## src/inc/dac_cmd_defines.vh

```
// Purpose: constants for the quad dac serial command decoder
// Assumes: 24-bit frames shifted msb first
// Notes: field positions, select codes, function codes, reset values
`ifndef DAC_CMD_DEFINES_VH
`define DAC_CMD_DEFINES_VH
`define FRAME_BITS        24
`define FRAME_CNT_W       5
`define BIT_DIR           23
`define BIT_ZERO          22
`define SEL_HI            21
`define SEL_LO            19
`define ADR_HI            18
`define ADR_LO            16
`define SEL_FUNCTION      3'h0
`define SEL_DATA          3'h2
`define SEL_COARSE        3'h3
`define SEL_FINE          3'h4
`define SEL_OFFSET        3'h5
`define ADR_ALL           3'h4
`define FN_NOP            3'h0
`define FN_CONTROL        3'h1
`define FN_CLEAR          3'h4
`define FN_LOAD           3'h5
`define CW_GND_ADJ        5
`define CW_P1_DIR         4
`define CW_P1_VAL         3
`define CW_P0_DIR         2
`define CW_P0_VAL         1
`define CW_SDO_DIS        0
`define CW_RESET          6'h00
`define RANGE_W           2
`define FINE_W            6
`define OFFSET_W          8
`define CODE_MID          16'h0000
`define CODE_NEG_FULL     16'h0000
`endif

```

## src/pin_sync.v

```verilog
// Purpose: two-flop synchroniser for a bundle of pin inputs
// Assumes: inputs are asynchronous to clk
// Notes: first stage is read only by the second stage
`timescale 1ns/1ps
`default_nettype none
module pin_sync #(
  parameter             WIDTH = 1,
  parameter [WIDTH-1:0] INIT  = {WIDTH{1'b0}}
) (
  input  wire             clk,
  input  wire             srst,
  input  wire [WIDTH-1:0] async_in,
  output reg  [WIDTH-1:0] sync_out
);
  reg [WIDTH-1:0] stage1;
  always @(posedge clk) begin
    if (srst) begin
      // reset to the idle level so no false edge follows reset
      stage1   <= INIT;
      sync_out <= INIT;
    end else begin
      stage1   <= async_in;
      sync_out <= stage1;
    end
  end
endmodule // pin_sync
`default_nettype wire

```

## src/quad_dac_serial_command_decode.v

```verilog
// Purpose: serial command decoder of a quad 16-bit dac
// Assumes: host drives sclk, frame_sync_n, sdin; sclk sampled by clk
// Notes: data taken on falling sclk, sdo changes on rising sclk
`timescale 1ns/1ps
`default_nettype none
`include "dac_cmd_defines.vh"
module quad_dac_serial_command_decode (
  input  wire        clk,
  input  wire        srst,
  input  wire        sclk,
  input  wire        frame_sync_n,
  input  wire        sdin,
  input  wire        twos_complement,
  input  wire        general_pin_zero_in,
  input  wire        general_pin_one_in,
  output reg         general_pin_zero_out,
  output reg         general_pin_zero_oe,
  output reg         general_pin_one_out,
  output reg         general_pin_one_oe,
  output reg         serial_out_pin,
  output reg         serial_out_pin_oe,
  output reg         ground_adjust_en,
  output reg  [63:0] dac_output_code,
  output reg  [7:0]  range_codes,
  output reg  [23:0] fine_gains,
  output reg  [31:0] offsets,
  output reg         frame_done
);
  wire [4:0] pins_s;
  wire       sclk_s;
  wire       fs_n_s;
  wire       sdin_s;
  wire       gp0_s;
  wire       gp1_s;
  // sclk and frame sync idle high: synchronise from that level after reset
  pin_sync #(.WIDTH(5), .INIT(5'h18)) u_sync (
    .clk      (clk),
    .srst     (srst),
    .async_in ({sclk,
                frame_sync_n,
                sdin,
                general_pin_zero_in,
                general_pin_one_in}),
    .sync_out (pins_s)
  );
  assign sclk_s = pins_s[4];
  assign fs_n_s = pins_s[3];
  assign sdin_s = pins_s[2];
  assign gp0_s  = pins_s[1];
  assign gp1_s  = pins_s[0];

  reg                    sclk_d;
  reg                    fs_d;
  reg [`FRAME_BITS-1:0]  shift_in;
  reg [`FRAME_CNT_W-1:0] bit_cnt;
  reg [`FRAME_BITS-1:0]  shift_out;
  reg [`FRAME_BITS-1:0]  readback;
  reg [5:0]              ctrl;
  reg [15:0]             input_data [0:3];
  reg [`RANGE_W-1:0]     range_r    [0:3];
  reg [`FINE_W-1:0]      fine_r     [0:3];
  reg [`OFFSET_W-1:0]    offset_r   [0:3];
  reg [15:0]             dac_r      [0:3];
  reg                    frame_ok_d;
  wire sclk_fall = sclk_d & ~sclk_s;
  wire sclk_rise = ~sclk_d & sclk_s;
  wire fs_start  = fs_d & ~fs_n_s;
  wire fs_end    = ~fs_d & fs_n_s;
  // a short frame is dropped: acting on partial bits would corrupt state
  wire frame_ok  = fs_end & (bit_cnt == `FRAME_BITS);

  wire                    is_read = shift_in[`BIT_DIR];
  wire [2:0]              sel     = shift_in[`SEL_HI:`SEL_LO];
  wire [2:0]              adr     = shift_in[`ADR_HI:`ADR_LO];
  wire [15:0]             payload = shift_in[15:0];

  // a control write is the only frame that moves the control word
  wire                    ctrl_write = frame_ok & ~is_read & (sel == `SEL_FUNCTION) & (adr == `FN_CONTROL);
  // both codings clear to 0x0000; kept apart so either code can change
  wire [15:0]             clear_code = twos_complement ? `CODE_MID : `CODE_NEG_FULL;

  function hit;
    input [2:0] a;
    input [1:0] ch;
    begin
      hit = (a == `ADR_ALL) | (a == {1'b0, ch});
    end
  endfunction

  function [15:0] rb_word;
    input [2:0] s;
    input [1:0] ch;
    reg   [5:0] cw;
    begin
      cw = ctrl;
      // input pins report live level instead of stored value
      if (!ctrl[`CW_P1_DIR]) cw[`CW_P1_VAL] = gp1_s;
      if (!ctrl[`CW_P0_DIR]) cw[`CW_P0_VAL] = gp0_s;
      case (s)
        `SEL_FUNCTION: rb_word = {10'h000, cw};
        `SEL_DATA:     rb_word = input_data[ch];
        `SEL_COARSE:   rb_word = {14'h0000, range_r[ch]};
        `SEL_FINE:     rb_word = {10'h000, fine_r[ch]};
        `SEL_OFFSET:   rb_word = {8'h00, offset_r[ch]};
        default:       rb_word = 16'h0000;
      endcase
    end
  endfunction

  integer i;
  always @(posedge clk) begin
    if (srst) begin
      shift_in  <= 24'h000000;
      bit_cnt   <= 5'h00;
      shift_out <= 24'h000000;
      readback  <= 24'h000000;
      for (i = 0; i < 4; i = i + 1) begin
        input_data[i] <= 16'h0000;
        range_r[i]    <= 2'h0;
        fine_r[i]     <= 6'h00;
        offset_r[i]   <= 8'h00;
        dac_r[i]      <= 16'h0000;
      end
    end else begin
      if (fs_start) begin
        bit_cnt   <= 5'h00;
        // pending readback goes out in the frame after the request
        shift_out <= readback;
        readback  <= 24'h000000;
      end else if (!fs_n_s) begin
        if (sclk_fall && bit_cnt != `FRAME_BITS) begin
          shift_in <= {shift_in[`FRAME_BITS-2:0], sdin_s};
          bit_cnt  <= bit_cnt + 5'h01;
        end
        if (sclk_rise && bit_cnt != 5'h00)
          shift_out <= {shift_out[`FRAME_BITS-2:0], 1'b0};
      end
      if (frame_ok) begin
        if (is_read) begin
          // channel code 100 on readback returns the first channel
          readback <= {1'b1, 1'b0, sel, adr, rb_word(sel, adr[1:0])};
        end else begin
          case (sel)
            `SEL_FUNCTION: begin
              case (adr)
                `FN_NOP: begin
                end
                `FN_CONTROL: begin
                end
                `FN_CLEAR: begin
                  for (i = 0; i < 4; i = i + 1)
                    dac_r[i] <= clear_code;
                end
                `FN_LOAD: begin
                  for (i = 0; i < 4; i = i + 1)
                    dac_r[i] <= input_data[i];
                end
                default: begin
                end
              endcase
            end
            `SEL_DATA: begin
              for (i = 0; i < 4; i = i + 1)
                if (hit(adr, i[1:0])) input_data[i] <= payload;
            end
            `SEL_COARSE: begin
              for (i = 0; i < 4; i = i + 1)
                if (hit(adr, i[1:0])) range_r[i] <= payload[1:0];
            end
            `SEL_FINE: begin
              for (i = 0; i < 4; i = i + 1)
                if (hit(adr, i[1:0])) fine_r[i] <= payload[`FINE_W-1:0];
            end
            `SEL_OFFSET: begin
              for (i = 0; i < 4; i = i + 1)
                if (hit(adr, i[1:0])) offset_r[i] <= payload[`OFFSET_W-1:0];
            end
            default: begin
            end
          endcase
        end
      end
    end
  end

  // edge detectors start at the idle-high level of both pins
  always @(posedge clk) begin
    if (srst) begin
      sclk_d <= 1'b1;
      fs_d   <= 1'b1;
    end else begin
      sclk_d <= sclk_s;
      fs_d   <= fs_n_s;
    end
  end

  // control word: moved only by a complete control write
  always @(posedge clk) begin
    if (srst) begin
      ctrl <= `CW_RESET;
    end else if (ctrl_write) begin
      ctrl[`CW_GND_ADJ] <= payload[`CW_GND_ADJ];
      ctrl[`CW_P1_DIR]  <= payload[`CW_P1_DIR];
      ctrl[`CW_P0_DIR]  <= payload[`CW_P0_DIR];
      ctrl[`CW_SDO_DIS] <= payload[`CW_SDO_DIS];
      // value kept only while pin is output after this write
      if (payload[`CW_P1_DIR]) ctrl[`CW_P1_VAL] <= payload[`CW_P1_VAL];
      if (payload[`CW_P0_DIR]) ctrl[`CW_P0_VAL] <= payload[`CW_P0_VAL];
    end
  end

  // registered outputs, one block each
  // done lags frame_ok by two so it marks the cycle the outputs move
  always @(posedge clk) begin
    if (srst) begin
      frame_ok_d <= 1'b0;
    end else begin
      frame_ok_d <= frame_ok;
    end
  end

  always @(posedge clk) begin
    if (srst) begin
      frame_done <= 1'b0;
    end else begin
      frame_done <= frame_ok_d;
    end
  end

  // pins stay inputs until a control write says otherwise
  always @(posedge clk) begin
    if (srst) begin
      general_pin_zero_oe <= 1'b0;
    end else begin
      general_pin_zero_oe <= ctrl[`CW_P0_DIR];
    end
  end

  always @(posedge clk) begin
    if (srst) begin
      general_pin_zero_out <= 1'b0;
    end else begin
      general_pin_zero_out <= ctrl[`CW_P0_VAL];
    end
  end

  always @(posedge clk) begin
    if (srst) begin
      general_pin_one_oe <= 1'b0;
    end else begin
      general_pin_one_oe <= ctrl[`CW_P1_DIR];
    end
  end

  always @(posedge clk) begin
    if (srst) begin
      general_pin_one_out <= 1'b0;
    end else begin
      general_pin_one_out <= ctrl[`CW_P1_VAL];
    end
  end

  // compensation enable follows its control bit
  always @(posedge clk) begin
    if (srst) begin
      ground_adjust_en <= 1'b0;
    end else begin
      ground_adjust_en <= ctrl[`CW_GND_ADJ];
    end
  end

  always @(posedge clk) begin
    if (srst) begin
      serial_out_pin <= 1'b0;
    end else begin
      serial_out_pin <= shift_out[`FRAME_BITS-1];
    end
  end

  // driver off when disabled or outside a frame
  always @(posedge clk) begin
    if (srst) begin
      serial_out_pin_oe <= 1'b0;
    end else begin
      serial_out_pin_oe <= ~ctrl[`CW_SDO_DIS] & ~fs_n_s;
    end
  end

  // per-channel values packed channel three first
  always @(posedge clk) begin
    if (srst) begin
      dac_output_code <= 64'h0;
    end else begin
      dac_output_code <= {dac_r[3], dac_r[2],
                          dac_r[1], dac_r[0]};
    end
  end

  always @(posedge clk) begin
    if (srst) begin
      range_codes <= 8'h00;
    end else begin
      range_codes <= {range_r[3], range_r[2],
                      range_r[1], range_r[0]};
    end
  end

  always @(posedge clk) begin
    if (srst) begin
      fine_gains <= 24'h000000;
    end else begin
      fine_gains <= {fine_r[3], fine_r[2],
                     fine_r[1], fine_r[0]};
    end
  end

  always @(posedge clk) begin
    if (srst) begin
      offsets <= 32'h00000000;
    end else begin
      offsets <= {offset_r[3], offset_r[2],
                  offset_r[1], offset_r[0]};
    end
  end
endmodule // quad_dac_serial_command_decode
`default_nettype wire

```

## config.mk

```make
export PLATFORM = sky130hd
export DESIGN_NAME = quad_dac_serial_command_decode
export DESIGN_NICKNAME = d
export VERILOG_FILES = /design/src/pin_sync.v /design/src/quad_dac_serial_command_decode.v
export VERILOG_INCLUDE_DIRS = /design/src /design/src/inc
export SDC_FILE = /design/constraint.sdc
export NUM_CORES = 1
export LEC_CHECK = 0
export BUFFER_PORTS_ARGS = -buffer_cell sky130_fd_sc_hd__buf_4
export CORE_ASPECT_RATIO = 2
export CORE_MARGIN = 1
export CORE_UTILIZATION = 28
export DETAILED_ROUTE_END_ITERATION = 10
export PLACE_DENSITY_LB_ADDON = 0.2
export SYNTH_ARGS = -nofsm -noshare
export SYNTH_HDL_FRONTEND = slang
export SYNTH_HIERARCHICAL = 1
export SYNTH_SLANG_ARGS = --single-unit
```

## constraint.sdc

```tcl
create_clock -name clk -period 7.8 [get_ports clk]
set_input_delay 1.56 -clock clk [delete_from_list [all_inputs] [get_ports clk]]
set_output_delay 1.56 -clock clk [all_outputs]
set_load 0.01 [all_outputs]
```

# Word-level counts from Yosys, hierarchy flattened
# Memory sizes are Yosys's and may differ from the RTL's. A register that Yosys moved wholly into a read port is not among the register bits.
# Index checks and enable logic that the tools add are counted.
# op_classes
bitwise_logic	44
n_eq_ne	12
reduce_logical	12
mux	139
addsub	1
# ops
cell	n
$mux W16	12
$mux W24	6
$mux W1	100
$pmux W16 S5	1
$mux W8	4
$or A1 B1 Y1	28
$mux W2	12
$mux W6	4
$eq A3 B2 Y1 const B	4
$eq A3 B3 Y1 const B	4
$and A1 B1 Y1	9
$reduce_and A2 Y1	4
$not A1 Y1	7
$logic_not A3 Y1	2
$add A5 B1 Y5 const B	1
$eq A5 B5 Y1 const B	1
$ne A5 B5 Y1 const B	1
$reduce_bool A5 Y1	1
$eq A3 B1 Y1 const B	1
$reduce_and A3 Y1	1
$logic_and A1 B1 Y1	2
$ne A2 B2 Y1 const B	1
$reduce_bool A2 Y1	1
$reduce_or A2 Y1	1
# word_totals
n_memories	5
word_cells	233
output_inout_bits	136
reg_bits	104
ramBits	192
inputBits	8
# mem_list
memory	depth	word_bits	rd	rd_clocked_by_memory_dff	wr	line_no	text
dac_r	4	16	4	4	4	quad_dac_serial_command_decode.v:63	reg [15:0] dac_r [0:3];
input_data	4	16	5	1	4	quad_dac_serial_command_decode.v:59	reg [15:0] input_data [0:3];
offset_r	4	8	5	5	4	quad_dac_serial_command_decode.v:62	reg [`OFFSET_W-1:0] offset_r [0:3];
fine_r	4	6	5	5	4	quad_dac_serial_command_decode.v:61	reg [`FINE_W-1:0] fine_r [0:3];
range_r	4	2	5	5	4	quad_dac_serial_command_decode.v:60	reg [`RANGE_W-1:0] range_r [0:3];

# Depth between registers and ports, before layout
# Gate-level depths: netlist of run 1.
# depth
ltp_word	9
mapped_depth	10
depth_no_buf	7

# Modules after synthesis
# The synthesis of run 1 kept the hierarchy.
# modules_own_cells
module	n_inst	cells_each	area_each_um2	seq_area_each_um2
quad_dac_serial_command_decode	1	1267	15233.4	10089.7
pin_sync	1	20	262.8	200.2

# Worst setup path after synthesis of run 1
# Ideal clock, no wire load.
# synth_timing
kind	input to register
startpoint	in srst
endpoint	mem dac_r[0][0], enable pin
t_required_ns	7.408
cell_stages	4
t_arrival_ns	2.796
path_slack_ns	4.612
path_buffers	3
setup_time_ns	0.392
path_cell_list	clkbuf_1 -> clkbuf_1 -> clkbuf_1 -> o21bai_1
# synth_rtl
element	line_no	text
start, declared	quad_dac_serial_command_decode.v:9	input wire srst,
end, declared	quad_dac_serial_command_decode.v:63	

==> impl_results.md, run 1 <==
* Hold buffer count at cts at 0
* EDFF count, synth at 176
* Synth top area cells: edfxtp_1, dfxtp_1, nor2b_1, nor2_1, mux2i_1
* Routed vias at just under 10k
* CTS Sinks at 426
* Global-route met3 utilization at 1.84%
* GP Congestion at 0.805
* Avg Inst Size Synth at 12.0 um2
* Final min period at 3.78 ns
* Vias in the first global route at 9,672
* Register area share after synthesis at about 66%
* Synth Area in Simple Gates at 18.2%
* P&R area growth vs syn at 18.9%
* Yosys reg bits at 426
* Share of cells above drive strength 1 at 18.3%
* DP HPWL at 26.9 mm
* Leading area contributor after synthesis: edfxtp_1
* Ys flop type: dfxtp_1
* Most frequent cell after synthesis: dfxtp_1
* Slew HR at a little under a fifth
* Async set-reset flop share out of synthesis at 0%
* WL final at a little under 40 mm
* Max Clk Rate at roughly 260 MHz
* Adder-Cell Fraction of Synth Area at 0.161%
* Clock Pin Slew Worst Setup and Hold Paths at 0.06 ns
* Largest net degree at the start of global routing at 89
* Final Setup Violations at 0
* GR Util met2 at 26.4%
* RSZ-0062 raised after global routing: false
* Worst hold path class: flip-flop to flip-flop
* Crit Path Category: flip-flop to flip-flop
* Antenna Nets Post-Route at 0
* CTS root buf: clkbuf_16
* Final hold vios at 0
* Top-Level Pins at 144
* Pwr per Cell Area at 246 nW/um2
* Largest family of logic cells by synthesized area: simple AND/OR/NAND/NOR gates
* Initial Utilization at approximately 28%
* Setup TNS at 0 ns
* CP Max Fanout at 17
* Remaining DRCs at 0
* CTS resizes at 0
* Cells after synthesis at about 1.3k
* First-pass GRT wire length at 59.5 mm
* Post-synth cell types at 62
* CP Capture Type: flip-flop
* Post-Syn Area at 15,500 um2
* Setup Buffers After CTS at 0
* Slew at the pin closest to its max-slew limit at 1.22 ns
* TritonCTS buffer count at 41
* Die area at between 50,000 and 60,000 um2
* Die Wd at around 170 um
* Routed wire length per instance at 18.7 um
* Commonest cells post-synth: dfxtp_1, nor2_1, edfxtp_1
* Core area at 54,500 um2
* Status: complete, no violations
* Final period utilization at 48.4%
* H-tree depth at 2
* Port Buffer Count at 142
* XOR/XNOR Fraction of Synth Area at 0.339%
* NumNets Final at 1,403
* Startpoint types: flip-flop
* Met1 Use GR at 15.6%
* Layout Skew at 0.0348 ns
* Die Y at 335 um
* Gr busiest metal: met2
* DR pass1 iterations at 5
* Max IR drop VDD at 114 uV
* Iter 0 DRT Violations at 560
* Initial antenna violation count at 0
* Syn_nets at roughly 1.3k
* Pleak at 6.86 nW
* Latest clock arrival within the worst-skew pair at 0.57 ns
* Synth top area share at roughly a third
* Fin. max-slew vios at 0
* Critical path data required time at 7.97 ns
* N_diodes at 0
* Global route total overflow at 0
* Drt via density at 4.60
* Worst hold slack at 0.394 ns
* Crit path arrival time at 3.95 ns
* Yosys warnings at 6
* CTS Buffer Depth at 3
* CTS tree: yes
* Total GRT Usage at 14.0%
* Num rows at 121
* Mux contribution to synthesized area at 5.93%
* Complex-gate fraction of the synthesized area at under 10%
* MaxCap Viol Count at 0
==> critical path, cell delays in order, from the launching register on <==
cell and delay, ns:
dfxtp_1 0.35, inv_1 0.08, ha_1 0.21, nand4b_4 0.19
nor3_4 0.68, nand3_1 0.85, nand2b_1 1.04
==> cells in the final DEF (no fill, tap or decap), drive strengths merged, types with 4 or more instances in the layout <==
| cell | synthesis | routed |
|---|---|---|
| a22oi | 10 | 10 |
| o21a | 5 | 5 |
| edfxtp | 176 | 176 |
| mux2 | 8 | 8 |
| inv | 23 | 26 |
| buf | 41 | 153 |
| o21ai | 33 | 33 |
| nor2b | 128 | 128 |
| a21oi | 26 | 26 |
| nand2b | 52 | 52 |
| clkbuf | 49 | 63 |
| or2 | 8 | 8 |
| nand3 | 31 | 31 |
| dfxtp | 250 | 250 |
| a22o | 7 | 7 |
| nor2 | 180 | 180 |
| clkinv | 0 | 9 |
| a31oi | 4 | 4 |
| nand4 | 4 | 4 |
| xor2 | 4 | 4 |
| a211oi | 28 | 28 |
| o22ai | 7 | 7 |
| nor3 | 8 | 8 |
| mux2i | 49 | 49 |
| mux4 | 15 | 15 |
| nand2 | 53 | 53 |
| and3 | 50 | 50 |
==> sequential cells by signal, indices dropped and copies added (netlist names), 5 cells and up, named ones only <==
name / flops
range_r: 8
offsets: 32
u_sync/stage1: 5
fine_r: 24
readback: 24
offset_r: 32
dac_output_code: 64
shift_out: 24
range_codes: 8
bit_cnt: 5
input_data: 64
fine_gains: 24
shift_in: 24
ctrl: 6
dac_r: 64
u_sync/sync_out: 5
==> cell families (layout without fill, tap and decap cells) <==
family,count (synthesis),count (layout)
AOI/OAI and AO/OA,136,136
xor gates and xnor gates,6,6
adders and majority gates,2,2
buffers and inverters,113,251
DFF,426,426
muxes,72,72
and+or+nand+nor,532,532
==> routing by layer <==
| layer | part of all wire, % | vias to the layer above |
|---|---|---|
| li1 | - | 4640 |
| met1 | 39 | 4684 |
| met2 | 54 | 258 |
| met3 | 4.3 | 73 |
| met4 | 3.4 | 0 |
| met5 | 0 | - |
==> area by class of cell <==
type                    instances  area [um2]
clock inverters                12        83.8
repair buffers                153        1150
fillers                      5467       36100
clock buffers                  63        1260
well taps                     676         846
flip-flops and latches        426       10300
multi-input cells             748        4710
inverters                      23        86.3
==> where the power goes <==
part | internal [mW] | total [mW] | switching, mW
sequential | 2.38 | 2.40 | 0.0290
clock | 1.12 | 1.99 | 0.864
combinational | 0.0594 | 0.142 | 0.0829
==> path summary, 6_finish.rpt <==
check | start | endpoint | slack (ns) | cells past startpoint
min reg2reg | u_sync/stage1[4] | u_sync/sync_out[4] | 0.39 | 1
min | u_sync/stage1[4] | u_sync/sync_out[4] | 0.39 | 1
max | bit_cnt[0] | input_data[3][12] | 4.02 | 6
max reg2reg | bit_cnt[0] | input_data[3][12] | 4.02 | 6
==> stage by stage <==
stage                     power [mW]  std cells  setup slack [ns]  utilization (%)  instance area (um2)
after global routing            4.69       2101              3.74             33.8                18400
after detailed placement        2.60       2026              3.98             31.3                17100
after floorplan                 2.53       1287              4.61                -                15500
final                           4.53       2101              4.02             33.8                18400
after global placement          2.60       2026              4.03             31.3                17100
after CTS                       4.61       2101              3.97             33.8                18400
Note: power is estimated with default switching activity, not from simulation.
==> run 2: changes to the inputs <==
- ABC_AREA: unset -> 1
- clock period: 7.8 -> 3.6 ns (I/O delays scaled with it)
==> run 2 against run 1 <==
  * Routed wire length grew 15%
  * Synthesized area grew 2.8%
  * Final cell count grew 26%
  * Via count grew 19%
  * Maximum frequency grew 39%
  * Flip-flop and latch count is the same
  * Critical path type unchanged
  * Largest power group unchanged
  * Global-route usage grew 1.8 points
  * Non-clock buffer count grew 15
==> impl_results.md, run 2 <==
* CTS resizes at 0
* Routed wire length per instance at between 15 and 20 um
* Post-synth cell types at 34
* Syn_nets at 1,750
* DP HPWL at 31.9 mm
* Sw Ratio at 22.4%
* Iter 0 DRT Violations at 649
* Startpoint types: flip-flop
* Crit Path Category: flip-flop to flip-flop
* Filler cell count at just under 6k
* Fin util at 34.0%
* N_diodes at 0
* Max Clk Rate at ~370 MHz
* Clk pwr share at between 40 and 50%
* Ys flop type: dfxtp_1
* Final min period at 2.72 ns
* CP Max Fanout at 17
* H-tree depth at 2
* Global route total overflow at 0
* Die area at 57,900 um2
* Top flop regs: dac_output_code: 64 flops, dac_r: 64 flops, input_data: 64 flops
* Synth top area cells: edfxtp_1, dfxtp_1, nor2_1, nand2_1, inv_1
* Initial antenna violation count at 0
* Antenna Nets Post-Route at 0
* Pwr per Cell Area at 531 nW/um2
* WL final at 45.3 mm
* Status: complete, no violations
* GP Congestion at 0.835
* Slew at the pin closest to its max-slew limit at 0.775 ns
* Most frequent cell after synthesis: nor2_1
* Hold buffer count at cts at 0
* EDFF count, synth at 176
* Worst hold slack at around 0.34 ns
* Crit path arrival time at 2.91 ns
* Logic pwr share at 4.6%
* Top-Level Pins at 144
* Register area share after synthesis at roughly 65%
* Initial Utilization at 28.4%
* Avg Inst Size Synth at between 9 and 10 um2
* Vias in the first global route at 11.7k
* Switching pwr at 2.27 mW
* Commonest non-fill, non-tap cell in the layout: nor2_1
* Critical path data required time at 3.79 ns
* Total GRT Usage at around 16%
* Setup Buffers After CTS at 0
* Die Y at between 300 and 400 um
* Commonest cells post-synth: nor2_1, nand2_1, dfxtp_1, inv_1, edfxtp_1
* Final hold vios at 0
* Slew HR at 48.0%
* Yosys warnings at 6
* Clock Pin Slew Worst Setup and Hold Paths at 0.07 ns
* Worst hold path class: primary input to flip-flop
* CTS root buf: clkbuf_16
* Num rows at 123
* Die Wd at 171 um
* CTS Buffer Depth at 3
* Setup TNS at 0 ns
* Cell internal pwr at slightly below 8 mW
* Layout Skew at between 0.02 and 0.025 ns
* Final Setup Violations at 0
* Leading area contributor after synthesis: edfxtp_1
* P&R area growth vs syn at 19.9%
* Drt via density at 4.36
* MaxCap Viol Count at 0
* Async set-reset flop share out of synthesis at 0%
* Synth top area share at 33.2%
* Latest clock arrival within the worst-skew pair at 0.57 ns
* Yosys reg bits at 426
* Post-Syn Area at 15,900 um2
* Fin. max-slew vios at 0
* Share of cells above drive strength 1 at 14.1%
* DR pass1 iterations at 5
* Commonest non-fill, non-tap cells in the layout: nor2_1, nand2_1, inv_1, dfxtp_1, edfxtp_1
* Routed vias at 11.5k
* Largest net degree at the start of global routing at 167
* CP Capture Type: flip-flop
* NumNets Final at around 1.9k
* Core area at 56,200 um2
* Sequential share of power at 52.1%
* First-pass GRT wire length at 68.8 mm
* RSZ-0062 raised after global routing: false
* Max IR drop VDD at approximately 380 uV
* Final period utilization at 75.6%
* Remaining DRCs at 0
* Cells after synthesis at 1,740
* Pleak at 8.09 nW
* TritonCTS buffer count at 40
* CTS Sinks at 426
* CTS tree: yes
* Port Buffer Count at around 140
==> run 2: cell count changes in the layout (fill, tap and decap cells not counted), moves of 49 or more <==
cell      delta
and3_1      -50
inv_1      +227
mux2i_1     -49
nand2_1    +200
nand2b_1    -52
nand3_1     +85
nor2_1     +210
nor2b_1    -127
o21ai_0     +62
==> run 2: per-stage QoR <==
step	worst slack, ns	cell area [um2]	cells	power, mW
6_report	0.879	19100	2646	10.2
5_1_grt	0.732	19100	2646	10.5
4_1_cts	0.878	19100	2646	10.3
3_5_place_dp	0.815	17800	2572	5.88
3_3_place_gp	0.837	17800	2572	5.87
2_1_floorplan	1.18	15900	1740	5.62
==> run 2: power by group through the flow <==
stage          Clock, mW  Combinational (mW)  Sequential, mW
5_1_grt             4.68               0.523            5.30
6_report            4.39               0.472            5.29
3_3_place_gp           0               0.478            5.40
4_1_cts             4.52               0.483            5.29
2_1_floorplan          0               0.221            5.40
3_5_place_dp           0               0.480            5.40
==> run 2: kinds of logic after synthesis <==
logic type               count (synthesis)  share of synthesized area, %
buffers and inverters                  346                          8.68
AND/OR/NAND/NOR                        788                          20.7
adder cells (fa/ha/maj)                  2                         0.157
XOR/XNOR                                 1                        0.0550
flip-flops                             426                          64.6
AO/OA/AOI/OAI                          177                          5.81
==> run 2: cell type report <==
class,instances,area [um2],area share (%)
multi-input cells,968,4270,22.3
clock inverters,17,179,0.936
flip-flops and latches,426,10300,53.9
inverters,260,976,5.11
repair buffers,168,1280,6.69
clock buffers,57,1180,6.16
well taps,750,938,4.91
==> run 2: final timing paths <==
check                                  start                 to  slack, ns  cells after the start
worst max-delay path            shift_in[16]  input_data[3][11]       0.88                      7
worst min register to register    frame_ok_d         frame_done       0.41                      2
worst min-delay path                    sclk   u_sync/stage1[4]       0.34                      3
worst max register to register  shift_in[16]  input_data[3][11]       0.88                      7
==> run 2: layer usage <==
metal,share of wire [%],GRT usage [%],routed length [um]
met1,37,17.0,16900
met4,6.5,10.4,2930
met5,0,0,0
met3,3.7,1.88,1670
met2,52,28.8,23700
==> run 2: critical path: stages (launching register included) <==
cell	delay, ns
dfxtp_1	0.33
inv_1	0.18
nand2_1	0.17
nor2_2	0.32
a21oi_1	0.13
nor2_4	0.24
nand2_2	0.28
nand2_1	0.69
==> run 3: changes to the inputs <==
- clock period: 3.6 -> 2.25 ns (I/O delays scaled with it)
==> run 3 against run 2 <==
  * Clock skew is 0.0024 ns higher
  * Clock-buffer cell count is 1 higher
  * Clock power is 65% higher
  * Register-to-register slack worse by 0.74 ns
  * Cell area is 2.5% higher
  * Combinational power is 63% higher
  * Critical path depth is 1 higher
  * Maximum frequency is 29% higher
  * Largest cell class unchanged
  * Non-clock buffer count is 44 higher
  * Final cell count is 1.6% higher
  * Hold slack worse by 0.26 ns
  * Critical path type unchanged
==> impl_results.md, run 3 (synthesized netlist as in run 2, its figures left out) <==
* CTS root buf: clkbuf_16
* Hold buffer count at cts at 0
* Drt via density at about 4.3
* Largest net degree at the start of global routing at between 150 and 200
* H-tree depth at 2
* Routed wire length per instance at 16.8 um
* Slew HR at 34.0%
* Crit path arrival time at 2.62 ns
* Pre-CTS setup slack at 0.134 ns
* Max Clk Rate at 474 MHz
* CTS Buffer Depth at 3
* Startpoint types: flip-flop
* Share of cells above drive strength 1 at 15.9%
* CP Capture Type: flip-flop
* WL final at 45.2 mm
* Num rows at approximately 120
* Antenna Nets Post-Route at 0
* TritonCTS buffer count at 39
* Critical path data required time at 2.76 ns
* RSZ-0062 raised after global routing: false
* Die area at 57,900 um2
* NumNets Final at 1,917
* CP Max Fanout at 50
* Final hold vios at 0
* Commonest non-fill, non-tap cell in the layout: nor2_1
* Crit Path Category: flip-flop to flip-flop
* Top-Level Pins at about 140
* Final Setup Violations at 0
* Port Buffer Count at around 140
* DR pass1 iterations at 7
* Max IR drop VDD at about 730 uV
* Fin. max-slew vios at 0
* Die Wd at 171 um
* P&R area growth vs syn at 22.9%
* CTS resizes at 0
* Status: complete, no violations
* N_diodes at 0
* Initial Utilization at 28.4%
* Core area at 56,200 um2
* CTS Sinks at 426
* Slew at the pin closest to its max-slew limit at approximately 0.99 ns
* MaxCap Viol Count at 0
* Iter 0 DRT Violations at 629
* Routed vias at 11.6k
* Top flop regs: dac_output_code: 64 flops, dac_r: 64 flops, input_data: 64 flops
* DP HPWL at 32.6 mm
* Die Y at ~340 um
* GP Congestion at 0.850
* Initial antenna violation count at 0
* Worst Setup Slack, final at 0.142 ns
* Global route total overflow at 0
* First-pass GRT wire length at 69.2 mm
* Worst hold path class: primary input to flip-flop
* Layout Skew at 0.0240 ns
* Commonest non-fill, non-tap cells in the layout: nor2_1, nand2_1, inv_1, dfxtp_1, buf_4
* Remaining DRCs at 0
* Setup TNS at 0 ns
* CTS tree: yes
* Setup Buffers After CTS at 0
* Final period utilization at 93.7%
* Vias in the first global route at between 10k and 15k
* Pwr per Cell Area at 841 nW/um2
* Total GRT Usage at 15.8%
* Final min period at 2.11 ns
* Pleak at 8.33 nW
* Latest clock arrival within the worst-skew pair at about 0.57 ns
* Clock Pin Slew Worst Setup and Hold Paths at ~0.070 ns
==> run 3: per-stage QoR <==
stage                     instance area (um2)  std cells  utilization [%]  hold WS (ns)  power (mW)
after floorplan                         15900       1740                -         0.380        8.97
after global placement                  18200       2616             32.4         0.403        9.40
after detailed placement                18200       2616             32.4         0.404        9.41
after CTS                               19600       2688             34.9        0.0530        16.7
after global routing                    19600       2688             34.9        0.0696        17.0
final                                   19600       2688             34.9        0.0795        16.5
==> run 3: per-layer routing <==
layer / wire [um] / global-route usage, % / share of wire (%)
met1: 17000 / 16.8 / 38
met2: 24300 / 29.9 / 54
met3: 1660 / 1.97 / 3.7
met4: 2270 / 8.30 / 5.0
met5: 0 / 0 / 0
==> run 3: worst max-delay path, stage by stage (launching register included) <==
cell	delay, ns
dfxtp_2	0.35
buf_4	0.44
o21ai_0	0.17
o21ai_0	0.58
a21oi_1	0.15
buf_4	0.17
nand2_1	0.07
nand2_1	0.05
nand2_1	0.06
==> run 3: power by group <==
part           total [mW]  switching [mW]  internal (mW)
combinational       0.767           0.485          0.282
clock                7.25            3.00           4.25
sequential           8.45           0.130           8.32
==> run 3: layout make-up <==
cell class                      instances  area [um2]
Fill cell                            5901       36600
Sequential cell                       426       10300
Multi-Input combinational cell        968        4270
Timing Repair Buffer                  212        1710
Clock buffer                           58        1220
Inverter                              260         976
Tap cell                              750         938
Clock inverter                         14         190
==> run 3: path summary, 6_finish.rpt <==
check	start	to	slack [ns]	depth (start not counted)
max	flip-flop	readback[1]	0.14	8
min	sclk	u_sync/stage1[4]	0.08	3
max reg2reg	flip-flop	readback[1]	0.14	8
min reg2reg	u_sync/stage1[0]	u_sync/sync_out[0]	0.41	2
